===== src/hw/umf_pkg.sv =====
/*
  constants, register map and state types for the modem status and
  flow control block. assumes a 32-bit avalon-mm slave, one register
  per aligned word, data in the low byte.
*/
package umf_pkg;
  // ==========================================================
  // register byte addresses
  localparam logic [5:0] ADR_MODEM_STATUS   = 6'h00;
  localparam logic [5:0] ADR_SCRATCHPAD     = 6'h04;
  localparam logic [5:0] ADR_DIVISOR_LOW    = 6'h08;
  localparam logic [5:0] ADR_DIVISOR_HIGH   = 6'h0c;
  localparam logic [5:0] ADR_DEVICE_IDENT   = 6'h10;
  localparam logic [5:0] ADR_DEVICE_REV     = 6'h14;
  localparam logic [5:0] ADR_ENH_FEATURES   = 6'h18;
  localparam logic [5:0] ADR_INT_ENABLE     = 6'h1c;
  localparam logic [5:0] ADR_MODEM_CONTROL  = 6'h20;
  localparam logic [5:0] ADR_FIFO_CONTROL   = 6'h24;
  localparam logic [5:0] ADR_INT_STATUS     = 6'h28;
  localparam logic [5:0] ADR_RESUME_FIRST   = 6'h2c;
  localparam logic [5:0] ADR_RESUME_SECOND  = 6'h30;
  localparam logic [5:0] ADR_PAUSE_FIRST    = 6'h34;
  localparam logic [5:0] ADR_PAUSE_SECOND   = 6'h38;
  // ==========================================================
  // field positions
  localparam int EFR_ENH_EN   = 4;
  localparam int EFR_SPECIAL  = 5;
  localparam int EFR_AUTO_RTS = 6;
  localparam int EFR_AUTO_CTS = 7;
  localparam int MCR_DTR      = 0;
  localparam int MCR_RTS      = 1;
  localparam int MCR_OUT1     = 2;
  localparam int MCR_OUT2     = 3;
  localparam int MCR_LOOP     = 4;
  localparam int MCR_ANY      = 5;
  localparam int MCR_PRESCALE = 7;
  localparam int IER_MODEM    = 3;
  localparam int IER_SPECIAL  = 5;
  localparam int ISR_SPECIAL  = 4;
  // ==========================================================
  // reset values and counts
  localparam logic [7:0]  RST_SCRATCH  = 8'hff;
  localparam logic [15:0] RST_DIVISOR  = 16'h0001;
  localparam logic [7:0]  RST_ZERO     = 8'h00;
  localparam logic [1:0]  PRESCALE_MAX = 2'h3;
  // ==========================================================
  // bus state and block state
  typedef enum logic [1:0] {BUS_IDLE = 2'b01, BUS_ACK = 2'b10} umf_bus_t;
  typedef struct packed {
    umf_bus_t    st;
    logic [7:0]  rdata;
    logic [3:0]  delta;
    logic [3:0]  prev;
    logic [7:0]  scratchpad;
    logic [15:0] div;
    logic [7:0]  enhanced_features;
    logic [7:0]  interrupt_enable;
    logic [7:0]  modem_control;
    logic [1:0]  fcr_enh;
    logic [1:0]  isr_enh;
    logic [7:0]  on1;
    logic [7:0]  on2;
    logic [7:0]  off1;
    logic [7:0]  off2;
    logic [1:0]  pre_cnt;
    logic [15:0] baud_cnt;
    logic        tick;
    logic        seq_on;
    logic        seq_off;
    logic        push;
    logic [7:0]  push_data;
    logic        resume;
    logic        pause;
    logic        special;
    logic        spec_flag;
    logic        pause_flag;
    logic        halt;
    logic        rts_full;
    logic        trig_irq;
    logic        rts_n;
    logic        dtr_n;
  } umf_state_t;
endpackage


===== src/hw/umf_modem_flow.sv =====
/*
  modem status, scratchpad, divisor, identity and enhanced feature logic
  of a small uart. assumes the receiver, transmitter and fifo cores sit
  beside it and an avalon-mm master with waitrequest reaches the registers.
*/
// Overview of operation
// data-set-ready change sets its delta flag; modem irq if enable bit 3.
// ring delta set only when ring pin rises 0 to 1.
// carrier-detect change sets its delta flag; modem irq if enabled.
// auto clear-to-send halts transmit after current character, resumes when low.
// clear-to-send status is inverted pin, or rts control bit in loopback.
// data-set-ready status is inverted pin, or dtr control bit in loopback.
// ring status is inverted pin, or modem control bit 2 in loopback.
// carrier status is inverted pin, or modem control bit 3 in loopback.
// eight-bit scratchpad, read/write, all ones after reset.
// sixteen-bit divisor; bit rate is prescaled clock over 16 over divisor.
// read-only identification code; software zeroes divisor first.
// read-only revision code; software zeroes divisor first.
// enhanced bits 3:2 select transmit flow characters: none, first, second, both.
// enhanced bits 1:0 select receive compare; 11 means either or sequence.
// dual modes treat two characters as one consecutive sequence; code matches either one when bits 3:2 are 10 or 01.
// software clears flow select bits before programming a new setting.
// enhanced enable gates writes to high enable, status, fifo, control bits.
// reset clears every gated enhanced bit.
// special detect compares each character with second pause, stores, flags.
// second-pair compare with special detect: no store, pause and special irq.
// auto rts: irq at trigger, deassert one level above, reassert one below.
// auto rts needs rts control bit; otherwise pin is plain output.
// modem control bit 4 enables internal loopback.
// modem control bit 7 selects divide-by-four prescaler.
// reading modem status clears the four delta flags.
`timescale 1ns/1ps
module umf_modem_flow
  import umf_pkg::*;
#(
  parameter logic [7:0] IDENT_CODE = 8'h3c,  // arbitrary value
  parameter logic [7:0] REV_CODE   = 8'h02   // arbitrary value
) (
  // clock and reset
  input  wire logic        clock,
  input  wire logic        rst_b,
  // avalon-mm slave
  input  wire logic [5:0]  avs_address,
  input  wire logic        avs_read,
  input  wire logic        avs_write,
  input  wire logic [31:0] avs_writedata,
  input  wire logic [3:0]  avs_byteenable,
  output logic      [31:0] avs_readdata,
  output logic             avs_waitrequest,
  // modem pins
  input  wire logic        cts_n,
  input  wire logic        dsr_n,
  input  wire logic        ring_indicator_n,
  input  wire logic        carrier_detect_n,
  output logic             rts_n,
  output logic             dtr_n,
  // transmitter side
  input  wire logic        tx_busy,
  output logic             tx_halt,
  output logic      [1:0]  tx_flow_mode,
  output logic      [15:0] tx_resume_chars,
  output logic      [15:0] tx_pause_chars,
  output logic             baud_x16_tick,
  // receiver side
  input  wire logic        rx_valid,
  input  wire logic [7:0]  rx_data,
  input  wire logic [4:0]  rx_level,
  input  wire logic [4:0]  rx_trig_level,
  input  wire logic [4:0]  rx_trig_above,
  input  wire logic [4:0]  rx_trig_below,
  output logic             rx_push,
  output logic      [7:0]  rx_push_data,
  output logic             rx_resume_det,
  output logic             rx_pause_det,
  output logic             special_det,
  // requests and settings for neighbours
  output logic             modem_irq,
  output logic             special_irq,
  output logic             pause_irq,
  output logic             rx_trig_irq,
  output logic      [7:0]  int_enable,
  output logic      [7:0]  modem_ctrl,
  output logic      [1:0]  fifo_ctrl_enh
);
  // ==========================================================
  // reset release and pin synchronisers
  logic       rst_sync_b;
  logic [3:0] pins_s;
  umf_sync #(.W(1), .INIT(1'b0)) u_rst_sync (
    .clock (clock),
    .rst_b (rst_b),
    .d     (1'b1),
    .q     (rst_sync_b)
  );
  umf_sync #(.W(4), .INIT(4'hf)) u_pin_sync (
    .clock (clock),
    .rst_b (rst_sync_b),
    .d     ({carrier_detect_n, ring_indicator_n, dsr_n, cts_n}),
    .q     (pins_s)
  );
  // ==========================================================
  // decoded terms
  umf_state_t s;
  umf_state_t n;
  logic [3:0] stat;
  logic       done;
  logic       wr;
  logic       rd_msr;
  logic       rd_isr;
  logic [7:0] wd;
  logic       enh;

  assign wd     = avs_writedata[7:0];
  assign done   = (s.st == BUS_ACK);
  assign wr     = done & avs_write & avs_byteenable[0];
  assign rd_msr = done & avs_read & (avs_address == ADR_MODEM_STATUS);
  assign rd_isr = done & avs_read & (avs_address == ADR_INT_STATUS);
  assign enh    = s.enhanced_features[EFR_ENH_EN];
  // order {cd, ri, dsr, cts}
  // loopback source select
  assign stat = s.modem_control[MCR_LOOP] ?
                {s.modem_control[MCR_OUT2], s.modem_control[MCR_OUT1], s.modem_control[MCR_DTR], s.modem_control[MCR_RTS]} :
                ~pins_s;
  // one wait cycle on every access
  assign avs_waitrequest = (avs_read | avs_write) & ~done;
  // ==========================================================
  // next state
  always_comb
  begin
    logic [7:0] rmux;
    logic [3:0] chg;
    logic       pre_tick;
    logic       m_on1;
    logic       m_on2;
    logic       m_off1;
    logic       m_off2;
    logic       f_on;
    logic       f_off;
    logic       seq_mode;
    logic       spec;
    rmux     = RST_ZERO;
    chg      = 4'h0;
    pre_tick = 1'b0;
    f_on     = 1'b0;
    f_off    = 1'b0;
    seq_mode = 1'b0;
    n        = s;
    unique case (s.st)
      BUS_IDLE: if (avs_read | avs_write) n.st = BUS_ACK;
      BUS_ACK:  n.st = BUS_IDLE;
    endcase
    case (avs_address)
      ADR_MODEM_STATUS:  rmux = {stat, s.delta};
      ADR_SCRATCHPAD:    rmux = s.scratchpad;
      ADR_DIVISOR_LOW:   rmux = s.div[7:0];
      ADR_DIVISOR_HIGH:  rmux = s.div[15:8];
      // read-only identity
      ADR_DEVICE_IDENT:  rmux = IDENT_CODE;
      ADR_DEVICE_REV:    rmux = REV_CODE;
      ADR_ENH_FEATURES:  rmux = s.enhanced_features;
      ADR_INT_ENABLE:    rmux = s.interrupt_enable;
      ADR_MODEM_CONTROL: rmux = s.modem_control;
      ADR_FIFO_CONTROL:  rmux = {2'b00, s.fcr_enh, 4'h0};
      ADR_INT_STATUS:    rmux = {2'b00, s.isr_enh[1],
                                 s.isr_enh[0] | s.spec_flag | s.pause_flag, 4'h0};
      ADR_RESUME_FIRST:  rmux = s.on1;
      ADR_RESUME_SECOND: rmux = s.on2;
      ADR_PAUSE_FIRST:   rmux = s.off1;
      ADR_PAUSE_SECOND:  rmux = s.off2;
      default:           rmux = RST_ZERO;
    endcase
    if (s.st == BUS_IDLE && avs_read)
      n.rdata = rmux;
    // writes take effect at the edge that samples waitrequest low
    if (wr)
    begin
      case (avs_address)
        // scratchpad store
        ADR_SCRATCHPAD:    n.scratchpad = wd;
        ADR_DIVISOR_LOW:   n.div[7:0] = wd;
        ADR_DIVISOR_HIGH:  n.div[15:8] = wd;
        ADR_ENH_FEATURES:  n.enhanced_features = wd;
        ADR_RESUME_FIRST:  n.on1 = wd;
        ADR_RESUME_SECOND: n.on2 = wd;
        ADR_PAUSE_FIRST:   n.off1 = wd;
        ADR_PAUSE_SECOND:  n.off2 = wd;
        // enhanced bits move only while enabled
        ADR_INT_ENABLE:
        begin
          n.interrupt_enable[3:0] = wd[3:0];
          if (enh) n.interrupt_enable[7:4] = wd[7:4];
        end
        ADR_MODEM_CONTROL:
        begin
          n.modem_control[1:0] = wd[1:0];
          n.modem_control[4:3] = wd[4:3];
          if (enh) n.modem_control[2] = wd[2];
          if (enh) n.modem_control[7:5] = wd[7:5];
        end
        ADR_FIFO_CONTROL:  if (enh) n.fcr_enh = wd[5:4];
        ADR_INT_STATUS:    if (enh) n.isr_enh = wd[5:4];
        default:           n.scratchpad = s.scratchpad;
      endcase
    end
    // ========================================================
    // modem deltas
    // any change of dsr or cd, cts too
    chg[0] = stat[0] ^ s.prev[0];
    chg[1] = stat[1] ^ s.prev[1];
    chg[3] = stat[3] ^ s.prev[3];
    // pin rising means status bit falling
    chg[2] = s.prev[2] & ~stat[2];
    n.prev = stat;
    // read clears, a change in the same cycle still lands
    n.delta = (rd_msr ? 4'h0 : s.delta) | chg;
    // ========================================================
    // baud generator
    // divide by four when selected
    pre_tick  = ~s.modem_control[MCR_PRESCALE] | (s.pre_cnt == PRESCALE_MAX);
    n.pre_cnt = s.modem_control[MCR_PRESCALE] ? s.pre_cnt + 2'h1 : 2'h0;
    // 16x tick every divisor prescaled clocks; divisor 0 stops it
    n.tick = 1'b0;
    if (pre_tick)
    begin
      if (s.div != 16'h0000 && s.baud_cnt >= s.div - 16'h0001)
      begin
        n.baud_cnt = 16'h0000;
        n.tick     = 1'b1;
      end
      else
        n.baud_cnt = s.baud_cnt + 16'h0001;
    end
    // ========================================================
    // receive character compare
    m_on1  = (rx_data == s.on1);
    m_on2  = (rx_data == s.on2);
    m_off1 = (rx_data == s.off1);
    m_off2 = (rx_data == s.off2);
    // receive compare modes
    case (s.enhanced_features[1:0])
      2'b10:
      begin
        f_on  = m_on1;
        f_off = m_off1;
      end
      2'b01:
      begin
        f_on  = m_on2;
        f_off = m_off2;
      end
      2'b11:
        if (s.enhanced_features[3:2] == 2'b10 || s.enhanced_features[3:2] == 2'b01)
        begin
          f_on  = m_on1 | m_on2;
          f_off = m_off1 | m_off2;
        end
        else
        begin
          // first then second, consecutive
          seq_mode = 1'b1;
          f_on     = s.seq_on & m_on2;
          f_off    = s.seq_off & m_off2;
        end
      default:
      begin
        f_on  = 1'b0;
        f_off = 1'b0;
      end
    endcase
    if (rx_valid)
    begin
      n.seq_on  = seq_mode & m_on1;
      n.seq_off = seq_mode & m_off1;
    end
    // special match on second pause character
    spec = rx_valid & s.enhanced_features[EFR_SPECIAL] & m_off2;
    // the first half of a sequence is stored; only the closing one is dropped
    // a flow match never enters the fifo
    n.push      = rx_valid & ~(f_on | f_off);
    n.push_data = rx_data;
    n.resume    = rx_valid & (f_on | s.modem_control[MCR_ANY]);
    n.pause     = rx_valid & f_off;
    n.special   = spec;
    n.spec_flag  = (rd_isr ? 1'b0 : s.spec_flag) | spec;
    n.pause_flag = (rd_isr ? 1'b0 : s.pause_flag) | (rx_valid & f_off);
    // ========================================================
    // hardware flow control
    // stop only once the character in flight is done
    if (!(s.enhanced_features[EFR_AUTO_CTS] & ~stat[0]))
      n.halt = 1'b0;
    else if (!tx_busy)
      n.halt = 1'b1;
    // hysteresis, armed by the rts control bit
    if (!(s.enhanced_features[EFR_AUTO_RTS] & s.modem_control[MCR_RTS]))
      n.rts_full = 1'b0;
    else if (rx_level >= rx_trig_above)
      n.rts_full = 1'b1;
    else if (rx_level < rx_trig_below)
      n.rts_full = 1'b0;
    n.trig_irq = s.enhanced_features[EFR_AUTO_RTS] & (rx_level >= rx_trig_level);
    // loopback keeps the outputs inactive
    n.rts_n = s.modem_control[MCR_LOOP] | ~(s.modem_control[MCR_RTS] & ~s.rts_full);
    n.dtr_n = s.modem_control[MCR_LOOP] | ~s.modem_control[MCR_DTR];
  end
  // ==========================================================
  // state register
  always_ff @(posedge clock or negedge rst_sync_b)
  begin
    if (!rst_sync_b)
    begin
      s          <= '0;
      s.st       <= BUS_IDLE;
      s.scratchpad      <= RST_SCRATCH;
      // gated enhanced bits clear
      s.div      <= RST_DIVISOR;
      s.rts_n    <= 1'b1;
      s.dtr_n    <= 1'b1;
    end
    else
      s <= n;
  end
  // ==========================================================
  // outputs
  assign avs_readdata    = {24'h000000, s.rdata};
  assign rts_n           = s.rts_n;
  assign dtr_n           = s.dtr_n;
  assign tx_halt         = s.halt;
  // transmit character selection
  assign tx_flow_mode    = s.enhanced_features[3:2];
  assign tx_resume_chars = {s.on1, s.on2};
  assign tx_pause_chars  = {s.off1, s.off2};
  assign baud_x16_tick   = s.tick;
  assign rx_push         = s.push;
  assign rx_push_data    = s.push_data;
  assign rx_resume_det   = s.resume;
  assign rx_pause_det    = s.pause;
  assign special_det     = s.special;
  assign modem_irq       = s.interrupt_enable[IER_MODEM] & (|s.delta);
  assign special_irq     = s.interrupt_enable[IER_SPECIAL] & s.spec_flag;
  assign pause_irq       = s.interrupt_enable[IER_SPECIAL] & s.pause_flag;
  assign rx_trig_irq     = s.trig_irq;
  assign int_enable      = s.interrupt_enable;
  assign modem_ctrl      = s.modem_control;
  assign fifo_ctrl_enh   = s.fcr_enh;
endmodule


===== src/hw/umf_sync.sv =====
/*
  two flip-flop synchroniser with a chosen reset value.
  assumes d is asynchronous to clock; only q may be read.
*/
`timescale 1ns/1ps
module umf_sync #(
  parameter int             W    = 1,
  parameter logic [W-1:0]   INIT = '0
) (
  // clock and reset
  input  wire logic         clock,
  input  wire logic         rst_b,
  // data
  input  wire logic [W-1:0] d,
  output logic      [W-1:0] q
);
  logic [W-1:0] meta_r;

  always_ff @(posedge clock or negedge rst_b)
  begin
    if (!rst_b)
    begin
      meta_r <= INIT;
      q      <= INIT;
    end
    else
    begin
      meta_r <= d;
      q      <= meta_r;
    end
  end
endmodule


===== config.mk =====
export PLATFORM = sky130hd
export DESIGN_NAME = umf_modem_flow
export DESIGN_NICKNAME = d
export VERILOG_FILES = /design/src/hw/umf_pkg.sv /design/src/hw/umf_modem_flow.sv /design/src/hw/umf_sync.sv
export SDC_FILE = /design/constraint.sdc
export NUM_CORES = 1
export LEC_CHECK = 0
export ABC_AREA = 0
export BUFFER_PORTS_ARGS = -buffer_cell sky130_fd_sc_hd__buf_4
export CAP_MARGIN = 20
export CORE_MARGIN = 2
export CORE_UTILIZATION = 50
export CTS_CLUSTER_SIZE = 14
export DETAILED_ROUTE_END_ITERATION = 12
export GPL_ROUTABILITY_DRIVEN = 0
export PLACE_DENSITY = 0.74
export SETUP_SLACK_MARGIN = 0.15
export SLEW_MARGIN = 10
export SYNTH_ARGS = -nofsm -noshare
export SYNTH_HDL_FRONTEND = slang
export SYNTH_SLANG_ARGS = --single-unit
export TNS_END_PERCENT = 100

===== constraint.sdc =====
create_clock -name clock -period 4.9 [get_ports clock]
set_input_delay 0.98 -clock clock [delete_from_list [all_inputs] [get_ports clock]]
set_output_delay 0.98 -clock clock [all_outputs]
set_load 0.01 [all_outputs]

==> impl_metrics.yaml, run 1 <==
status:
  status: "completed"
route:
  first_pass_iters: 6
  drtAntennaViolNets: 0
  drt-met1-wl_mm: 9.07
  num_vias: 5996
  dr.max_layer_used: "met4"
  routed-wl-met3_mm: 1.74
  drt-vias-per-instance: 5.68
  wl_met2_mm: 9.53
  drcViolationCount: 0
  finalWirelength_mm: 20.7
  drt_iter0_drc: 532
  wl_per_cell_um: 19.6
global_route:
  antenna_found_initial: 0
  first_global_vias: 5707
  grt_start_max_net_pins: 69
  grt_overflow: 0
  grt_pass1_wl_mm: 32.1
  grt_use_total_pct: 23.6
setup_path:
  crit_required_ps: 5200
  critPathKind: "reg2reg"
  critPathArrivalTime_ps: 4560
  critPathCaptureType: "flop"
  cp-start-kind: "flop"
  path_max_fanout: 16
timing:
  fin_setup_tns_ps: 0
  period_share_pct: 87.0
  fmax_mhz: 235
  worstMarginPinSlew_ps: 873
  min_period_ps: 4260
  hold_violations: 0
  relSlewSlack_pct: 41.8
  finClkSkew_ps: 11.4
  final-setup-viol-count: 0
  rsz0062_at_grt: "no"
  drv_slew: 0
worst_hold_path:
  hp-class: "in2async"
die:
  dieHeight_um: 134
  dieWidth_um: 134
  rows: 47
  core_um2: 16600
  die_area_um2: 18000
  start_util_pct: 51.0
  ios: 185
clocking:
  cts_tree: "done"
  cts_inserted_buffers: 17
  path_clk_slew_ps: 60
  cts_setup_buffers: 0
  worstSkewPairLatency_ps: 430
  cts.sinks: 152
  clk_path_buf_depth: 2
  cts-root-buf: "clkbuf_16"
  htree_levels: 4
yosys:
  syn_area_per_cell_um2: 11.1
  synth_edf_count: 0
  synthFlopType: "dfrtp_1"
  syn-instance-count: 762
  yosysSeqAreaShare_pct: 45.3
  ys_seq_elements: 152
  synthArstFlopShare_pct: 100
  syn_area_um2: 8460
  yosysWarnings: 0
  ys_types: 60
power:
  p_leak_nw: 4.67
  p_int_w: 0.00243
  total_power_w: 0.00336
  seqPwrFrac_pct: 43.7
  p_per_area_nw_per_um2: 348
  power.switching_w: 0.000929
  pwr-share-comb_pct: 16.3
  clockPowerShare_pct: 40.0
  swShare_pct: 27.7
  ir_drop_uv: 278
placed_design:
  numPortBuffers: 133
  dp_hpwl_mm: 15.3
cells_and_area:
  finish.net_count: 936
  syn2layout_area_growth_pct: 14.2
  antenna_cells: 0
  drive_above_1_share_pct: 34.9
run:
  maxCapViolCount: 0
## sequential cells by signal, summed over array words and instances, names as in the netlist, 2 cells and up
name and flops:
avs_readdata 8, fifo_ctrl_enh 2, int_enable 8, modem_ctrl 8
rx_push_data 8, s 64, tx_flow_mode 2, tx_pause_chars 16
tx_resume_chars 16, u_pin_sync.meta_r 4, u_pin_sync.q 4
## placed cells by master (no fill, tap or decap), drive strengths merged, types with 4 or more instances in the layout
master	netlist	routed
xor2	29	29
dfrtp	132	132
dfstp	20	20
nor3b	4	4
nor2b	10	10
nor3	9	9
a22oi	13	13
nand4	13	13
nor2	35	35
inv	25	26
or3	4	4
nand3	15	15
mux2i	4	4
buf	102	137
and3	11	11
xnor2	34	34
conb	2	25
a21o	4	4
nor4	9	9
clkbuf	16	23
ha	33	33
a22o	6	6
nand2b	8	8
o21ai	13	13
a21oi	18	18
mux2	84	84
mux4	8	8
nand2	50	50
a32oi	5	5
and2	7	7
a31oi	4	4
## per-stage QoR
stage / area, um2 / setup WS [ps] / std cells / hold WS, ps / util (%)
2_1_floorplan: 8540 / 386 / 785 / 331 / -
3_3_place_gp: 9050 / 589 / 1024 / 335 / 54.6
3_5_place_dp: 9050 / 514 / 1024 / 340 / 54.6
4_1_cts: 9660 / 435 / 1056 / 309 / 58.2
5_1_grt: 9660 / 363 / 1056 / 309 / 58.3
6_report: 9660 / 637 / 1056 / 317 / 58.3
## cell type report
cell class                      count  area [um2]
Multi-Input combinational cell    490        3820
Clock inverter                      9         114
Fill cell                        1435        6920
Inverter                           25        93.8
Timing Repair Buffer              137        1030
Sequential cell                   152        3830
Tap cell                          220         275
Clock buffer                       23         498
## power groups by stage
stage | logic, W | registers, W | clock network (W)
finish | 0.000548 | 0.00147 | 0.00134
global route | 0.000601 | 0.00148 | 0.00140
CTS | 0.000548 | 0.00147 | 0.00135
detailed placement | 0.000543 | 0.00149 | 0
global placement | 0.000532 | 0.00149 | 0
floorplan | 0.000437 | 0.00146 | 0
## critical path, stage by stage (launching register included)
cell     delay [ps]
dfrtp_1         410
inv_1            80
ha_1            190
or4b_4          510
or4_4           520
nor4_1          240
xnor2_1         110
ha_1            330
nand4_1         130
nor3_1          260
or4b_2          620
a31oi_1         240
and2_2          370
nor3_1          100
## cells by family (layout without fill, tap and decap cells)
family	after synthesis	after routing	synth area share (%)
other	2	25	0.0888
AND/OR/NAND/NOR	184	184	11.3
adder cells (fa/ha/maj)	33	33	4.88
multiplexers	96	96	13.8
AO/OA/AOI/OAI	89	89	7.49
buffers and inverters	143	194	10.6
XOR/XNOR	63	63	6.52
flip-flops	152	152	45.3
## path summary, 6_finish.rpt
check                                   from           end  slack [ps]  cells after the start
max in group asynchronous       u_rst_sync.q        s[140]        3380                      1
setup / recovery                      s[101]         s[23]         640                     13
min in group clock         u_rst_sync.meta_r  u_rst_sync.q         350                      0
hold / removal                         rst_b  u_rst_sync.q         320                      1
hold reg to reg            u_rst_sync.meta_r  u_rst_sync.q         350                      0
setup reg to reg                      s[101]         s[23]         640                     13
## synth_stat cells (all sizes together) (2+ instances only)
| cell type | number | area, um2 |
|---|---|---|
| a222oi | 3 | 30.0 |
| nand4 | 13 | 81.3 |
| o21a | 3 | 22.5 |
| mux2 | 84 | 946 |
| nand3 | 15 | 75.1 |
| o2bb2ai | 3 | 26.3 |
| buf | 102 | 744 |
| or4b | 2 | 23.8 |
| xnor2 | 34 | 298 |
| inv | 25 | 93.8 |
| nor3b | 4 | 40.0 |
| nand2b | 8 | 50.1 |
| conb | 2 | 7.51 |
| dfstp | 20 | 526 |
| a32oi | 5 | 43.8 |
| a21o | 4 | 30.0 |
| xor2 | 29 | 254 |
| a21oi | 18 | 90.1 |
| nor3 | 9 | 50.1 |
| a211oi | 3 | 22.5 |
| nand2 | 50 | 188 |
| ha | 33 | 413 |
| mux4 | 8 | 180 |
| nor4 | 9 | 56.3 |
| a221o | 2 | 20.0 |
| nor2b | 10 | 62.6 |
| nor2 | 35 | 131 |
| dfrtp | 132 | 3300 |
| or3 | 4 | 26.3 |
| clkbuf | 16 | 60.1 |
| or4 | 2 | 18.8 |
| and2 | 7 | 43.8 |
| mux2i | 4 | 40.0 |
| a2bb2oi | 3 | 26.3 |
| a22o | 6 | 52.6 |
| a221oi | 2 | 17.5 |
| o21ai | 13 | 65.1 |
| and3 | 11 | 68.8 |
| a22oi | 13 | 97.6 |
| a31oi | 4 | 25.0 |
## per-layer routing
layer	vias to the layer above	track usage (%)
li1	2694	-
met1	2985	33.6
met2	284	35.8
met3	33	5.86
met4	0	7.54
met5	-	0
## what timing repair did
| item | 4_1_cts | 5_1_grt |
|---|---|---|
| setup endpoints to repair | 0 | 3 |
| gates resized for setup | 0 | 1 |
| hold buffers | 0 | 0 |
No activity file was read; power rests on OpenSTA's default activity.
==> run 2: changes to the inputs <==
--- a/config.mk
+++ b/config.mk
@@ -9,12 +9,13 @@
 export BUFFER_PORTS_ARGS = -buffer_cell sky130_fd_sc_hd__buf_4
 export CAP_MARGIN = 20
 export CORE_MARGIN = 2
-export CORE_UTILIZATION = 50
+export CORE_UTILIZATION = 55
 export CTS_CLUSTER_SIZE = 14
 export DETAILED_ROUTE_END_ITERATION = 12
 export GPL_ROUTABILITY_DRIVEN = 0
-export PLACE_DENSITY = 0.74
+export PLACE_DENSITY = 0.81
 export SETUP_SLACK_MARGIN = 0.15
+export SKIP_LAST_GASP = 1
 export SLEW_MARGIN = 10
 export SYNTH_ARGS = -nofsm -noshare
 export SYNTH_HDL_FRONTEND = slang
==> impl_metrics.yaml, run 2 (synthesized netlist as in run 1, its figures left out) <==
clocking:
  cts-root-buf: "clkbuf_16"
  cts.sinks: 152
  cts_inserted_buffers: 17
  path_clk_slew_ps: 60
  cts_resized: 0
  htree_levels: 4
  worstSkewPairLatency_ps: 420
  clk_path_buf_depth: 2
  cts_hold_buf: 0
  cts_tree: "done"
  cts_setup_buffers: 0
status:
  status: "completed"
worst_hold_path:
  hp-class: "in2async"
timing:
  holdWs_ps: 327
  period_share_pct: 87.8
  relSlewSlack_pct: 37.2
  final-setup-viol-count: 0
  worstMarginPinSlew_ps: 941
  fmax_mhz: 232
  rsz0062_at_grt: "no"
  hold_violations: 0
  fin_setup_tns_ps: 0
  finClkSkew_ps: 7.09
  drv_slew: 0
  min_period_ps: 4300
global_route:
  grt_overflow: 0
  grt_pass1_wl_mm: 32.8
  grt_use_total_pct: 26.4
  grt_start_max_net_pins: 79
  first_global_vias: 5832
  antenna_found_initial: 0
setup_path:
  rrSetupSlack_ps: 600
  critPathCaptureType: "flop"
  crit_required_ps: 5190
  critPathArrivalTime_ps: 4590
  cp-start-kind: "flop"
  critPathKind: "reg2reg"
  path_max_fanout: 16
die:
  dieHeight_um: 128
  start_util_pct: 56.1
  ios: 185
  core_um2: 15100
  rows: 45
  die_area_um2: 16400
  dieWidth_um: 128
route:
  num_vias: 6015
  drt_iter0_drc: 603
  wl_per_cell_um: 20.3
  finalWirelength_mm: 20.7
  drtAntennaViolNets: 0
  first_pass_iters: 5
  drcViolationCount: 0
  drt-vias-per-instance: 5.89
cells_and_area:
  syn2layout_area_growth_pct: 13.4
  postLayoutCoreUtil_pct: 63.6
  top_register: "s"
  final_common_cell: "buf_4"
  finish.net_count: 935
  antenna_cells: 0
  final_cell_mix: "buf_4 (135), dfrtp_1 (131), mux2_2 (84)"
  drive_above_1_share_pct: 34.8
  fin_cells: 1022
  largest_reg_flops: 64
power:
  p_int_w: 0.00238
  pwr-share-comb_pct: 16.7
  seqPwrFrac_pct: 44.4
  swShare_pct: 27.9
  clockPowerShare_pct: 38.9
  p_per_area_nw_per_um2: 345
  p_leak_nw: 4.65
  power.switching_w: 0.000924
  ir_drop_uv: 255
run:
  maxCapViolCount: 0
placed_design:
  dp_hpwl_mm: 15.0
  numPortBuffers: 133
  dp_cells: 991
## run 2: cell type report
cell class / instances / area, um2
multi-input combinational: 490 / 3820
clock inverter: 11 / 123
clock buffer: 20 / 457
sequential: 152 / 3830
timing repair buffer: 136 / 1030
fill: 1176 / 5500
inverter: 25 / 93.8
tap: 188 / 235
## run 2: power by group through the flow
stage / logic, W / clock network, W / registers (W)
after floorplan: 0.000437 / 0 / 0.00146
after global placement: 0.000530 / 0 / 0.00149
after detailed placement: 0.000547 / 0 / 0.00149
after CTS: 0.000551 / 0.00130 / 0.00147
after global routing: 0.000613 / 0.00136 / 0.00148
final: 0.000554 / 0.00129 / 0.00147
## run 2: worst max-delay path, cell delays in order (launching register included)
cell and delay (ps):
dfrtp_1 410, inv_1 80, ha_1 200, or4b_4 500
or4_4 520, nor4_1 240, xnor2_1 110, ha_1 320
nand4_1 150, nor3_1 270, or4b_2 610, a31oi_1 260
and2_2 380, nor3_1 100
## run 2: metal layers
layer	vias to the layer above	track usage [%]	routed length, um
met2	284	40.7	9790
li1	2679	-	-
met5	-	0	0
met3	23	5.72	1650
met1	3029	37.8	9010
met4	0	8.08	284
## run 2: worst paths after layout
check / startpoint / cells after the start / end
max: s[101] / 13 / s[23]
min: rst_b / 1 / u_rst_sync.q
max reg2reg: s[101] / 13 / s[23]
min reg2reg: u_pin_sync.meta_r[2] / 0 / u_pin_sync.q[2]
max in group asynchronous: u_rst_sync.q / 1 / s[140]
min in group clock: u_pin_sync.meta_r[2] / 0 / u_pin_sync.q[2]
## run 2: stage by stage
stage / power (W) / instance area (um2) / worst slack (ps)
4_1_cts: 0.00332 / 9590 / 432
2_1_floorplan: 0.00190 / 8540 / 386
3_3_place_gp: 0.00202 / 9010 / 571
3_5_place_dp: 0.00203 / 9010 / 471
5_1_grt: 0.00346 / 9590 / 326
6_report: 0.00331 / 9590 / 598
